## src/float_status_pkg.sv

```systemverilog
`default_nettype none
package float_status_pkg;
   // Register map on the AXI4-Lite bus.
   localparam logic [31:0] STATUS_OFFSET = 32'h0000_0000;
   localparam int ADDR_DECODE_BITS = 12;
   localparam logic [1:0] RESP_OKAY = 2'h0;
   localparam logic [1:0] RESP_SLVERR = 2'h2;
   localparam int STATUS_WIDTH = 16;

   // Field positions in the status register.
   localparam int FLOAT_ERROR_BIT = 15;
   localparam int GLOBAL_DISABLE_BIT = 14;
   localparam int RESERVED_HI_BIT = 13;
   localparam int RESERVED_LO_BIT = 12;
   localparam int UNDEF_ENABLE_BIT = 11;
   localparam int UNDERFLOW_ENABLE_BIT = 10;
   localparam int OVERFLOW_ENABLE_BIT = 9;
   localparam int CONVERSION_ENABLE_BIT = 8;
   localparam int DOUBLE_MODE_BIT = 7;
   localparam int LONG_MODE_BIT = 6;
   localparam int CHOP_MODE_BIT = 5;
   localparam int RESERVED_MID_BIT = 4;
   localparam int NEGATIVE_BIT = 3;
   localparam int ZERO_BIT = 2;
   localparam int EXP_OVERFLOW_BIT = 1;
   localparam int CARRY_BIT = 0;

   // Reset value and the bits that software may load.
   localparam logic [15:0] STATUS_RESET = 16'h0000;
   localparam logic [15:0] STATUS_WRITE_MASK = 16'hcfef;

   // Operand word layout: sign bit and biased exponent field.
   localparam int OPERAND_SIGN_BIT = 15;
   localparam int OPERAND_EXP_HI = 14;
   localparam int OPERAND_EXP_LO = 7;

   // Integer widths for conversions.
   localparam int SHORT_INT_BITS = 16;
   localparam int LONG_INT_BITS = 32;
   localparam int CONV_VALUE_BITS = 64;

   // Operand presented by the datapath before an instruction executes.
   typedef struct packed {
      logic valid;
      logic from_memory;
      logic checked_opcode;
      logic [15:0] word;
   } operand_check_type;

   // Outcome reported by the datapath once an operation has computed.
   typedef struct packed {
      logic valid;
      logic sign;
      logic [9:0] exponent;
      logic overflow;
      logic underflow;
      logic divide_by_zero;
      logic illegal_opcode;
      logic conversion;
      logic from_double;
      logic carry_out;
      logic [63:0] conv_value;
   } result_report_type;

   // Store directions returned to the datapath.
   typedef struct packed {
      logic valid;
      logic force_zero;
      logic sign;
      logic [7:0] exponent;
   } store_control_type;
endpackage : float_status_pkg
`default_nettype wire

```

## src/int_range_check.sv

```systemverilog
`timescale 1ns/1ns
`default_nettype none
module int_range_check (
   // Converted integer and selected width.
   input wire logic [63:0] conv_value,
   input wire logic long_integer_mode,
   // Conversion outcome.
   output logic conv_fail
);
   logic fits_short;
   logic fits_long;

   // A value fits when every bit above the sign bit repeats the sign.
   assign fits_short = (&conv_value[63:float_status_pkg::SHORT_INT_BITS - 1]) |
                       ~(|conv_value[63:float_status_pkg::SHORT_INT_BITS - 1]);
   assign fits_long = (&conv_value[63:float_status_pkg::LONG_INT_BITS - 1]) |
                      ~(|conv_value[63:float_status_pkg::LONG_INT_BITS - 1]);
   assign conv_fail = long_integer_mode ? ~fits_long : ~fits_short;
endmodule : int_range_check
`default_nettype wire

```

## src/float_status_mode_register.sv

```systemverilog
`timescale 1ns/1ns
`default_nettype none
// What this block does
// - Bits 13, 12 and 4 are reserved, hold nothing, read zero.
// - Bit 11 set traps on a negative-zero memory operand of listed instructions.
// - Only memory operands are checked; accumulator operands never trap.
// - A negative-zero result is stored only together with a trap.
// - Bit 10 set traps underflow; stored exponent keeps its low eight bits.
// - Bit 9 set traps overflow; stored exponent keeps its low eight bits.
// - Overflow with bit 9 clear stores exact zero and raises no trap.
// - Bit 8 set traps failed integer conversion; destination gets zero.
// - Failed conversion with bit 8 clear stores zero without a trap.
// - Conversion fails when the integer exceeds the selected width.
// - Bit 7 selects double precision when set, single when clear.
// - Bit 6 selects 32-bit integers when set, 16-bit when clear.
// - Bit 5 selects chopped results when set, rounded when clear.
// - Bit 3 shows a negative last result.
// - Bit 2 shows a zero last result.
// - Bit 1 shows exponent overflow in the last operation.
// - Bit 0 shows carry out, only in double-to-integer conversions.
// - Bit 15 stays set until software loads the register.
// - Bit 14 set suppresses FP_TRAP; OPERAND_TRAP still rises.
// - Bit 15 sets on divide by zero, illegal opcode or enabled exception.
module float_status_mode_register (
   // Clock and reset.
   input wire logic CORE_CLK,
   input wire logic RST,
   // AXI4-Lite write address and data.
   input wire logic AWVALID,
   output logic AWREADY,
   input wire logic [31:0] AWADDR,
   input wire logic WVALID,
   output logic WREADY,
   input wire logic [31:0] WDATA,
   input wire logic [3:0] WSTRB,
   // AXI4-Lite write response.
   output logic BVALID,
   input wire logic BREADY,
   output logic [1:0] BRESP,
   // AXI4-Lite read.
   input wire logic ARVALID,
   output logic ARREADY,
   input wire logic [31:0] ARADDR,
   output logic RVALID,
   input wire logic RREADY,
   output logic [31:0] RDATA,
   output logic [1:0] RRESP,
   // Datapath reports.
   input wire float_status_pkg::operand_check_type OPERAND_CHECK,
   input wire float_status_pkg::result_report_type RESULT_REPORT,
   // Answers to the datapath and trap logic.
   output logic OPERAND_DONE,
   output logic OPERAND_TRAP,
   output float_status_pkg::store_control_type STORE_CONTROL,
   output logic FP_TRAP,
   // Mode outputs.
   output logic DOUBLE_MODE,
   output logic LONG_MODE,
   output logic CHOP_MODE
);
   logic [15:0] status_reg;
   logic [15:0] status_next;
   logic aw_full_reg;
   logic w_full_reg;
   logic [31:0] aw_addr_reg;
   logic [15:0] w_data_reg;
   logic [1:0] w_strb_reg;
   logic aw_ready_reg;
   logic w_ready_reg;
   logic bvalid_reg;
   logic [1:0] bresp_reg;
   logic arready_reg;
   logic rvalid_reg;
   logic [31:0] rdata_reg;
   logic [1:0] rresp_reg;
   logic operand_done_reg;
   logic operand_trap_reg;
   logic fp_trap_reg;
   float_status_pkg::store_control_type store_reg;
   float_status_pkg::store_control_type store_next;

   // Address decode shared by the read and write paths.
   function automatic logic is_status_addr(input logic [31:0] addr);
      is_status_addr = addr[float_status_pkg::ADDR_DECODE_BITS - 1:0] ==
                       float_status_pkg::STATUS_OFFSET[float_status_pkg::ADDR_DECODE_BITS - 1:0];
   endfunction : is_status_addr

   // Negative zero: sign set and biased exponent zero.
   function automatic logic is_neg_zero(input logic [15:0] word);
      is_neg_zero = word[float_status_pkg::OPERAND_SIGN_BIT] &
                    ~(|word[float_status_pkg::OPERAND_EXP_HI:float_status_pkg::OPERAND_EXP_LO]);
   endfunction : is_neg_zero

   // Global disable and trap enable bits as named wires.
   logic irq_off;
   logic undef_en;
   logic underflow_en;
   logic overflow_en;
   logic conversion_en;
   assign irq_off = status_reg[float_status_pkg::GLOBAL_DISABLE_BIT];
   assign undef_en = status_reg[float_status_pkg::UNDEF_ENABLE_BIT];
   assign underflow_en = status_reg[float_status_pkg::UNDERFLOW_ENABLE_BIT];
   assign overflow_en = status_reg[float_status_pkg::OVERFLOW_ENABLE_BIT];
   assign conversion_en = status_reg[float_status_pkg::CONVERSION_ENABLE_BIT];

   // Write channel handshakes and the commit of a complete write.
   logic aw_take;
   logic w_take;
   logic commit;
   logic sw_write;
   logic [15:0] sw_merged;
   logic aw_full_next;
   logic w_full_next;
   assign aw_take = AWVALID & aw_ready_reg;
   assign w_take = WVALID & w_ready_reg;
   assign commit = aw_full_reg & w_full_reg & ~bvalid_reg;
   assign sw_write = commit & is_status_addr(aw_addr_reg);
   assign sw_merged = {w_strb_reg[1] ? w_data_reg[15:8] : status_reg[15:8],
                       w_strb_reg[0] ? w_data_reg[7:0] : status_reg[7:0]};
   assign aw_full_next = commit ? 1'b0 : (aw_full_reg | aw_take);
   assign w_full_next = commit ? 1'b0 : (w_full_reg | w_take);

   // Operand check before execution.
   logic undef_hit;
   assign undef_hit = OPERAND_CHECK.valid & OPERAND_CHECK.from_memory &
                      OPERAND_CHECK.checked_opcode & undef_en &
                      is_neg_zero(OPERAND_CHECK.word);

   // Conversion range check.
   logic conv_fail;
   int_range_check range_check (
      .conv_value(RESULT_REPORT.conv_value),
      .long_integer_mode(status_reg[float_status_pkg::LONG_MODE_BIT]),
      .conv_fail(conv_fail)
   );

   // Exception classification of a reported result.
   logic res_valid;
   logic conv_bad;
   logic ovf_exc;
   logic unf_exc;
   logic conv_exc;
   logic always_exc;
   logic result_error;
   logic result_trap;
   logic any_trap;
   logic set_error;
   assign res_valid = RESULT_REPORT.valid;
   assign conv_bad = res_valid & RESULT_REPORT.conversion & conv_fail;
   assign ovf_exc = res_valid & RESULT_REPORT.overflow & overflow_en;
   assign unf_exc = res_valid & RESULT_REPORT.underflow & underflow_en;
   assign conv_exc = conv_bad & conversion_en;
   assign always_exc = res_valid & (RESULT_REPORT.divide_by_zero | RESULT_REPORT.illegal_opcode);
   assign result_error = ovf_exc | unf_exc | conv_exc | always_exc;
   assign set_error = result_error | undef_hit;
   assign result_trap = result_error & ~irq_off;
   assign any_trap = set_error & ~irq_off;

   // Store directions for the result.
   logic [7:0] low_exp;
   logic lost_ovf;
   logic lost_unf;
   logic neg_zero_res;
   logic store_zero;
   assign low_exp = RESULT_REPORT.exponent[7:0];
   assign lost_ovf = RESULT_REPORT.overflow & ~overflow_en;
   assign lost_unf = RESULT_REPORT.underflow & ~underflow_en;
   assign neg_zero_res = RESULT_REPORT.sign & ~(|low_exp) & ~result_trap;
   assign store_zero = conv_bad | lost_ovf | lost_unf | neg_zero_res;

   // Next store control word.
   always_comb begin
      store_next.valid = res_valid;
      store_next.force_zero = res_valid & store_zero;
      store_next.sign = store_zero ? 1'b0 : RESULT_REPORT.sign;
      store_next.exponent = store_zero ? 8'h00 : low_exp;
   end

   // Next status value: software load first, hardware updates on top so a set wins.
   always_comb begin
      status_next = status_reg;
      if (sw_write) begin
         status_next = sw_merged & float_status_pkg::STATUS_WRITE_MASK;
      end
      if (res_valid & ~conv_bad) begin
         status_next[float_status_pkg::NEGATIVE_BIT] = ~store_zero & RESULT_REPORT.sign;
         status_next[float_status_pkg::ZERO_BIT] = store_zero | ~(|low_exp);
         status_next[float_status_pkg::EXP_OVERFLOW_BIT] = RESULT_REPORT.overflow;
         status_next[float_status_pkg::CARRY_BIT] = RESULT_REPORT.carry_out &
                                                    RESULT_REPORT.conversion &
                                                    RESULT_REPORT.from_double;
      end
      if (set_error) begin
         status_next[float_status_pkg::FLOAT_ERROR_BIT] = 1'b1;
      end
   end

   // Status register.
   always_ff @(posedge CORE_CLK or posedge RST) begin
      if (RST) begin
         status_reg <= float_status_pkg::STATUS_RESET;
      end else begin
         status_reg <= status_next;
      end
   end
   // Datapath answers, one cycle after the report.
   always_ff @(posedge CORE_CLK or posedge RST) begin
      if (RST) begin
         operand_done_reg <= 1'b0;
         operand_trap_reg <= 1'b0;
         fp_trap_reg <= 1'b0;
         store_reg <= '0;
      end else begin
         operand_done_reg <= OPERAND_CHECK.valid;
         operand_trap_reg <= undef_hit;
         fp_trap_reg <= any_trap;
         store_reg <= store_next;
      end
   end
   // Write address and data holding registers.
   always_ff @(posedge CORE_CLK or posedge RST) begin
      if (RST) begin
         aw_full_reg <= 1'b0;
         w_full_reg <= 1'b0;
         aw_ready_reg <= 1'b1;
         w_ready_reg <= 1'b1;
         aw_addr_reg <= 32'h0000_0000;
         w_data_reg <= 16'h0000;
         w_strb_reg <= 2'h0;
      end else begin
         aw_full_reg <= aw_full_next;
         w_full_reg <= w_full_next;
         aw_ready_reg <= ~aw_full_next;
         w_ready_reg <= ~w_full_next;
         if (aw_take) begin
            aw_addr_reg <= AWADDR;
         end
         if (w_take) begin
            w_data_reg <= WDATA[15:0];
            w_strb_reg <= WSTRB[1:0];
         end
      end
   end
   // Write response.
   always_ff @(posedge CORE_CLK or posedge RST) begin
      if (RST) begin
         bvalid_reg <= 1'b0;
         bresp_reg <= float_status_pkg::RESP_OKAY;
      end else if (commit) begin
         bvalid_reg <= 1'b1;
         bresp_reg <= is_status_addr(aw_addr_reg) ? float_status_pkg::RESP_OKAY :
                      float_status_pkg::RESP_SLVERR;
      end else if (BREADY) begin
         bvalid_reg <= 1'b0;
      end
   end
   // Read channel: one read in flight, data registered at the address edge.
   logic ar_take;
   assign ar_take = ARVALID & arready_reg;
   always_ff @(posedge CORE_CLK or posedge RST) begin
      if (RST) begin
         arready_reg <= 1'b1;
         rvalid_reg <= 1'b0;
         rdata_reg <= 32'h0000_0000;
         rresp_reg <= float_status_pkg::RESP_OKAY;
      end else if (ar_take) begin
         arready_reg <= 1'b0;
         rvalid_reg <= 1'b1;
         rdata_reg <= is_status_addr(ARADDR) ? {16'h0000, status_reg} : 32'h0000_0000;
         rresp_reg <= is_status_addr(ARADDR) ? float_status_pkg::RESP_OKAY :
                      float_status_pkg::RESP_SLVERR;
      end else if (rvalid_reg & RREADY) begin
         arready_reg <= 1'b1;
         rvalid_reg <= 1'b0;
      end
   end
   // Outputs straight from flip-flops.
   assign AWREADY = aw_ready_reg;
   assign WREADY = w_ready_reg;
   assign BVALID = bvalid_reg;
   assign BRESP = bresp_reg;
   assign ARREADY = arready_reg;
   assign RVALID = rvalid_reg;
   assign RDATA = rdata_reg;
   assign RRESP = rresp_reg;
   assign OPERAND_DONE = operand_done_reg;
   assign OPERAND_TRAP = operand_trap_reg;
   assign FP_TRAP = fp_trap_reg;
   assign STORE_CONTROL = store_reg;
   assign DOUBLE_MODE = status_reg[float_status_pkg::DOUBLE_MODE_BIT];
   assign LONG_MODE = status_reg[float_status_pkg::LONG_MODE_BIT];
   assign CHOP_MODE = status_reg[float_status_pkg::CHOP_MODE_BIT];
   // Checks on the block's own behaviour.
   a_reserved_zero: assert property (@(posedge CORE_CLK) disable iff (RST)
      !status_reg[float_status_pkg::RESERVED_HI_BIT] &&
      !status_reg[float_status_pkg::RESERVED_LO_BIT] &&
      !status_reg[float_status_pkg::RESERVED_MID_BIT])
      else $error("Reserved status bit is set.");
   a_undef_trap: assert property (@(posedge CORE_CLK) disable iff (RST)
      OPERAND_CHECK.valid && OPERAND_CHECK.from_memory && OPERAND_CHECK.checked_opcode &&
      undef_en && !irq_off && is_neg_zero(OPERAND_CHECK.word)
      |=> OPERAND_TRAP && FP_TRAP && OPERAND_DONE)
      else $error("Negative-zero memory operand did not trap.");
   a_accum_no_trap: assert property (@(posedge CORE_CLK) disable iff (RST)
      OPERAND_CHECK.valid && (!OPERAND_CHECK.from_memory || !undef_en) |=> !OPERAND_TRAP)
      else $error("Operand trap without a memory operand and enable.");
   a_neg_zero_store: assert property (@(posedge CORE_CLK) disable iff (RST)
      STORE_CONTROL.valid && STORE_CONTROL.sign && STORE_CONTROL.exponent == 8'h00 |-> FP_TRAP)
      else $error("Negative zero stored without a trap.");
   a_ovf_zero: assert property (@(posedge CORE_CLK) disable iff (RST)
      RESULT_REPORT.valid && RESULT_REPORT.overflow && !overflow_en
      |=> STORE_CONTROL.force_zero && STORE_CONTROL.exponent == 8'h00)
      else $error("Disabled overflow did not store exact zero.");
   a_conv_zero: assert property (@(posedge CORE_CLK) disable iff (RST)
      RESULT_REPORT.valid && RESULT_REPORT.conversion && conv_fail
      |=> STORE_CONTROL.force_zero && $stable(status_reg[3:0]))
      else $error("Failed conversion did not store zero.");
   a_error_sticky: assert property (@(posedge CORE_CLK) disable iff (RST)
      status_reg[float_status_pkg::FLOAT_ERROR_BIT] && !sw_write
      |=> status_reg[float_status_pkg::FLOAT_ERROR_BIT])
      else $error("Error flag cleared without a software load.");
   a_error_set: assert property (@(posedge CORE_CLK) disable iff (RST)
      RESULT_REPORT.valid && RESULT_REPORT.divide_by_zero
      |=> status_reg[float_status_pkg::FLOAT_ERROR_BIT])
      else $error("Divide by zero did not set the error flag.");
   a_disable_quiet: assert property (@(posedge CORE_CLK) disable iff (RST)
      FP_TRAP |-> !$past(irq_off))
      else $error("Trap raised while traps were disabled.");
   a_carry_only_conv: assert property (@(posedge CORE_CLK) disable iff (RST)
      RESULT_REPORT.valid && !RESULT_REPORT.conversion
      |=> !status_reg[float_status_pkg::CARRY_BIT])
      else $error("Carry flag set outside a conversion.");
endmodule : float_status_mode_register
`default_nettype wire

```

## config.mk

```make
export PLATFORM = sky130hd
export DESIGN_NAME = float_status_mode_register
export DESIGN_NICKNAME = d
export VERILOG_FILES = /design/src/float_status_pkg.sv /design/src/int_range_check.sv /design/src/float_status_mode_register.sv
export SDC_FILE = /design/constraint.sdc
export NUM_CORES = 1
export LEC_CHECK = 0
export BUFFER_PORTS_ARGS = -buffer_cell sky130_fd_sc_hd__buf_2
export CORE_UTILIZATION = 30
export CTS_CLUSTER_DIAMETER = 40
export DETAILED_ROUTE_END_ITERATION = 16
export SYNTH_ARGS = -nofsm -noshare
export SYNTH_HDL_FRONTEND = slang
export SYNTH_HIERARCHICAL = 1
export SYNTH_SLANG_ARGS = --single-unit
export TNS_END_PERCENT = 50
```

## constraint.sdc

```tcl
create_clock -name CORE_CLK -period 2.75 [get_ports CORE_CLK]
set_input_delay 0.55 -clock CORE_CLK [delete_from_list [all_inputs] [get_ports CORE_CLK]]
set_output_delay 0.55 -clock CORE_CLK [all_outputs]
set_load 0.005 [all_outputs]
```

# Yosys cells after proc, flatten, opt, wreduce, memory -nomap -nowiden
# Index checks and enable logic that the tools add are counted.
[word_totals]
inputBits = 209
regBits = 100
output_inout_bits = 58
wordCells = 120
[classes]
mux = 19
n_reduce_logical = 18
bitwise_logic = 59
[op_table]
columns = ["operator", "count"]
rows = [
  ["$reduce_and A49 Y1", 1],
  ["$reduce_or A49 Y1", 1],
  ["$reduce_and A33 Y1", 1],
  ["$reduce_or A33 Y1", 1],
  ["$mux W16", 2],
  ["$and A1 B1 Y1", 31],
  ["$logic_not A12 Y1", 2],
  ["$mux W8", 3],
  ["$reduce_or A8 Y1", 2],
  ["$not A1 Y1", 15],
  ["$or A1 B1 Y1", 13],
  ["$reduce_bool A2 Y1", 6],
  ["$mux W1", 11],
  ["$reduce_and A2 Y1", 4],
  ["$mux W2", 2],
  ["$mux W4", 1],
]

# Depth between registers and ports, before layout
[logic_depth]
ltp_word = 16
mapped_depth = 8

# By module
# Netlist, hierarchy kept.
[by_module_without_submodules]
columns = ["module", "cells_per_inst", "n_inst", "area_per_inst_um2", "seq_area_each_um2"]
rows = [
  ["float_status_mode_register", 235, 1, 3123.0, 1905.6],
  ["int_range_check", 35, 1, 219.0, 0.0],
]

# Least setup slack after synthesis
# OpenSTA, ideal clock, no wires.
[synth_path]
path_kind = "input-to-reg"
startpoint = "in RESULT_REPORT[55] (netlist bit)"
endpoint = "reg store_reg (netlist bit STORE_CONTROL[9])"
stages = 7
required_ps = 2631
setup_slack_ps = 568
t_arrival_ps = 2063
cell_sequence = "nand4_1 nor4_1 o2111a_1 a31oi_1 a311oi_1 a22oi_1 and2_1"
[synth_lines]
columns = ["element", "line", "text"]
rows = [
  ["from (decl)", "float_status_mode_register.sv:50", "input wire float_status_pkg::result_report_type RESULT_REPORT,"],
  ["to (signal assigned)", "float_status_mode_register.sv:217", "store_reg <= store_next;"],
  ["to (decl)", "float_status_mode_register.sv:79", "float_status_pkg::store_control_type store_reg;"],
]

==> results.sh <==
export IMPL_status="finished, final reports clean"
export IMPL_cap_violations=0
export IMPL_drc=0
export IMPL_yosysSeqAreaShare=0.5702
export IMPL_drive_above_1_share=0.5056
export IMPL_fin_crit_ns=2.257
export IMPL_synthesis_area_um2=3342
export IMPL_crit_chain="a41o_1 > a31oi_1 > a21bo_2 > nor3_1 > a22oi_1 > and2_1"
export IMPL_cts_tree="built"
export IMPL_cp_end_kind="register"
export IMPL_diodes=0
export IMPL_grt_max_degree=34
export IMPL_fin_skew_ns=0.01056
export IMPL_ios=267
export IMPL_first_iter_violations=76
export IMPL_cts_buffers=9
export IMPL_reg2reg_from="status_reg[6]"
export IMPL_peakVddDrop_mv=0.4778
export IMPL_synth_avg_cell_area_um2=12.38
export IMPL_die_area_um2=11570
export IMPL_final_common_cell="buf_2"
export IMPL_maxSlewHeadroom=0.4901
export IMPL_fp_dieW_um=107.5
export IMPL_num_vias=2771
export IMPL_path_clk_slew_ns=0.08
export IMPL_power_density_nw_per_um2=680.3
export IMPL_slew_viol_final=0
export IMPL_start_util=0.3083
export IMPL_dr_pass1_iters=4
export IMPL_die_h_um=107.5
export IMPL_root_buffer="clkbuf_8"
export IMPL_synth_edf_count=0
export IMPL_place_congestion=0.7261
export IMPL_final_hold_viol_count=0
export IMPL_wl_per_cell_um=14.18
export IMPL_rsz0062_at_grt="no"
export IMPL_core_um2=10840
export IMPL_p_leak_uw=0.002268
export IMPL_track_usage=0.1523
export IMPL_critPathMaxFanout=9
export IMPL_cts_sinks=76
export IMPL_cts_resized=0
export IMPL_synth_seq_cells=76
export IMPL_synth_ff_type="dfrtp_1"
export IMPL_cpMaxStageDelayCell="a22oi_1"
export IMPL_grt_pass1_vias=2782
export IMPL_drt_total_wl_um=8296
export IMPL_cpPeakStageDelay_ns=0.57
export IMPL_antenna_found_initial=0
export IMPL_numPortBuffers=160
export IMPL_areaGrowthSynthToFinish_pct=33.99
export IMPL_arrival_ns=2.54
export IMPL_final_net_count=649
export IMPL_rows=38
export IMPL_hold_class="input port to async pin"
export IMPL_grt_overflow_total=0
export IMPL_ys_types=44
export IMPL_synthArstFlopShare=1.000
export IMPL_final_cell_mix="buf_2 (160), dfrtp_1 (73), mux2_2 (32), conb_1 (21), nor4_1 (18)"
export IMPL_hold_slack_ns=0.2249
export IMPL_vias_per_cell=4.737
export IMPL_cp_required_ns=3.03
export IMPL_tns_ns=0
export IMPL_path_buf_inv=0
export IMPL_finalSetupViolations=0
export IMPL_n_fill_cell=1075
export IMPL_dp_hpwl_um=6479
export IMPL_grt_pass1_wl_um=13480
export IMPL_yosys_warnings=6
export IMPL_antenna_left=0
export IMPL_holdBufCountCts=0
export IMPL_tightest_slew_ns=0.7630
export IMPL_cts_max_path_buffers=2
export IMPL_cp_start_kind="register"
export IMPL_path_delay_family="compound AO/OA/AOI/OAI gates"
export IMPL_crit_start="status_reg[6]"
export IMPL_fin_crit_sh=0.8206
export IMPL_post_cts_setup_buffers=0
export IMPL_max_freq_mhz=443.2
export IMPL_synth_cells=270
export IMPL_path_class="register to register"
export IMPL_htreeDepth=3
export IMPL_clkLatencyLatePin_ns=0.35
export IMPL_utilization=0.4131
[through the flow]
stage | power, uW | instance area, um^2 | instances | setup WS (ns)
detailed placement | 2131 | 4253 | 569 | 0.1153
global route | 3224 | 4478 | 585 | 0.2729
floorplan | 1906 | 3417 | 290 | 0.2666
CTS | 3094 | 4478 | 585 | 0.4003
global placement | 2101 | 4253 | 569 | 0.1209
finish | 3047 | 4478 | 585 | 0.4934
[routing by layer]
layer / GRT usage / up-vias / part of all wire
li1: - / 1313 / -
met1: 0.1823 / 1335 / 0.41
met2: 0.2564 / 112 / 0.50
met3: 0.05024 / 11 / 0.077
met4: 0.04990 / 0 / 0.011
met5: 0 / - / 0
[worst paths after layout]
check	endpoint	slack, ns	cells after the start
hold reg to reg	RRESP[1]	0.50	2
hold / removal	aw_addr_reg[10]	0.22	2
min in group CORE_CLK	OPERAND_DONE	0.32	1
setup reg to reg	STORE_CONTROL[9]	0.49	6
setup / recovery	STORE_CONTROL[9]	0.49	6
max in group asynchronous	ARREADY	1.79	3
[logic make-up after synthesis]
logic type	synth area share
compound gates	0.08462
buf+inv	0.06402
flops	0.5702
mux	0.1333
other cells	0.001122
simple gates	0.1468
[cells in the mapped netlist (all sizes together) (2+ instances only)]
| library cell | n | share of area |
|---|---|---|
| nor3 | 4 | 0.0060 |
| dfrtp | 73 | 0.55 |
| dfstp | 3 | 0.024 |
| a22o | 13 | 0.034 |
| nor2 | 7 | 0.0079 |
| nand3 | 5 | 0.0075 |
| mux2 | 35 | 0.12 |
| buf | 22 | 0.051 |
| nand2 | 10 | 0.011 |
| mux2i | 4 | 0.012 |
| nor2b | 10 | 0.019 |
| or4 | 5 | 0.013 |
| nor4 | 19 | 0.037 |
| a31oi | 2 | 0.0037 |
| inv | 8 | 0.0090 |
| and2 | 3 | 0.0056 |
| o21ai | 5 | 0.0075 |
| nand4 | 13 | 0.024 |
| and4 | 2 | 0.0052 |
| a21oi | 6 | 0.0090 |
| clkbuf | 4 | 0.0045 |
[power breakdown]
group	internal [uW]	switching, uW	total [uW]
Sequential	1390	139	1530
Combinational	331	243	573
Clock	536	413	948
Total	2250	794	3050
[area by class of cell]
type,instances,area (um^2),area share
inverters,8,31.28,0.006985
repair buffers,165,838.3,0.1872
well taps,140,175.2,0.03912
clock buffers,10,137.6,0.03073
multi-input cells,180,1303,0.2909
clock inverters,6,87.58,0.01956
flip-flops and latches,76,1906,0.4255
Note: power is estimated with default switching activity, not from simulation.
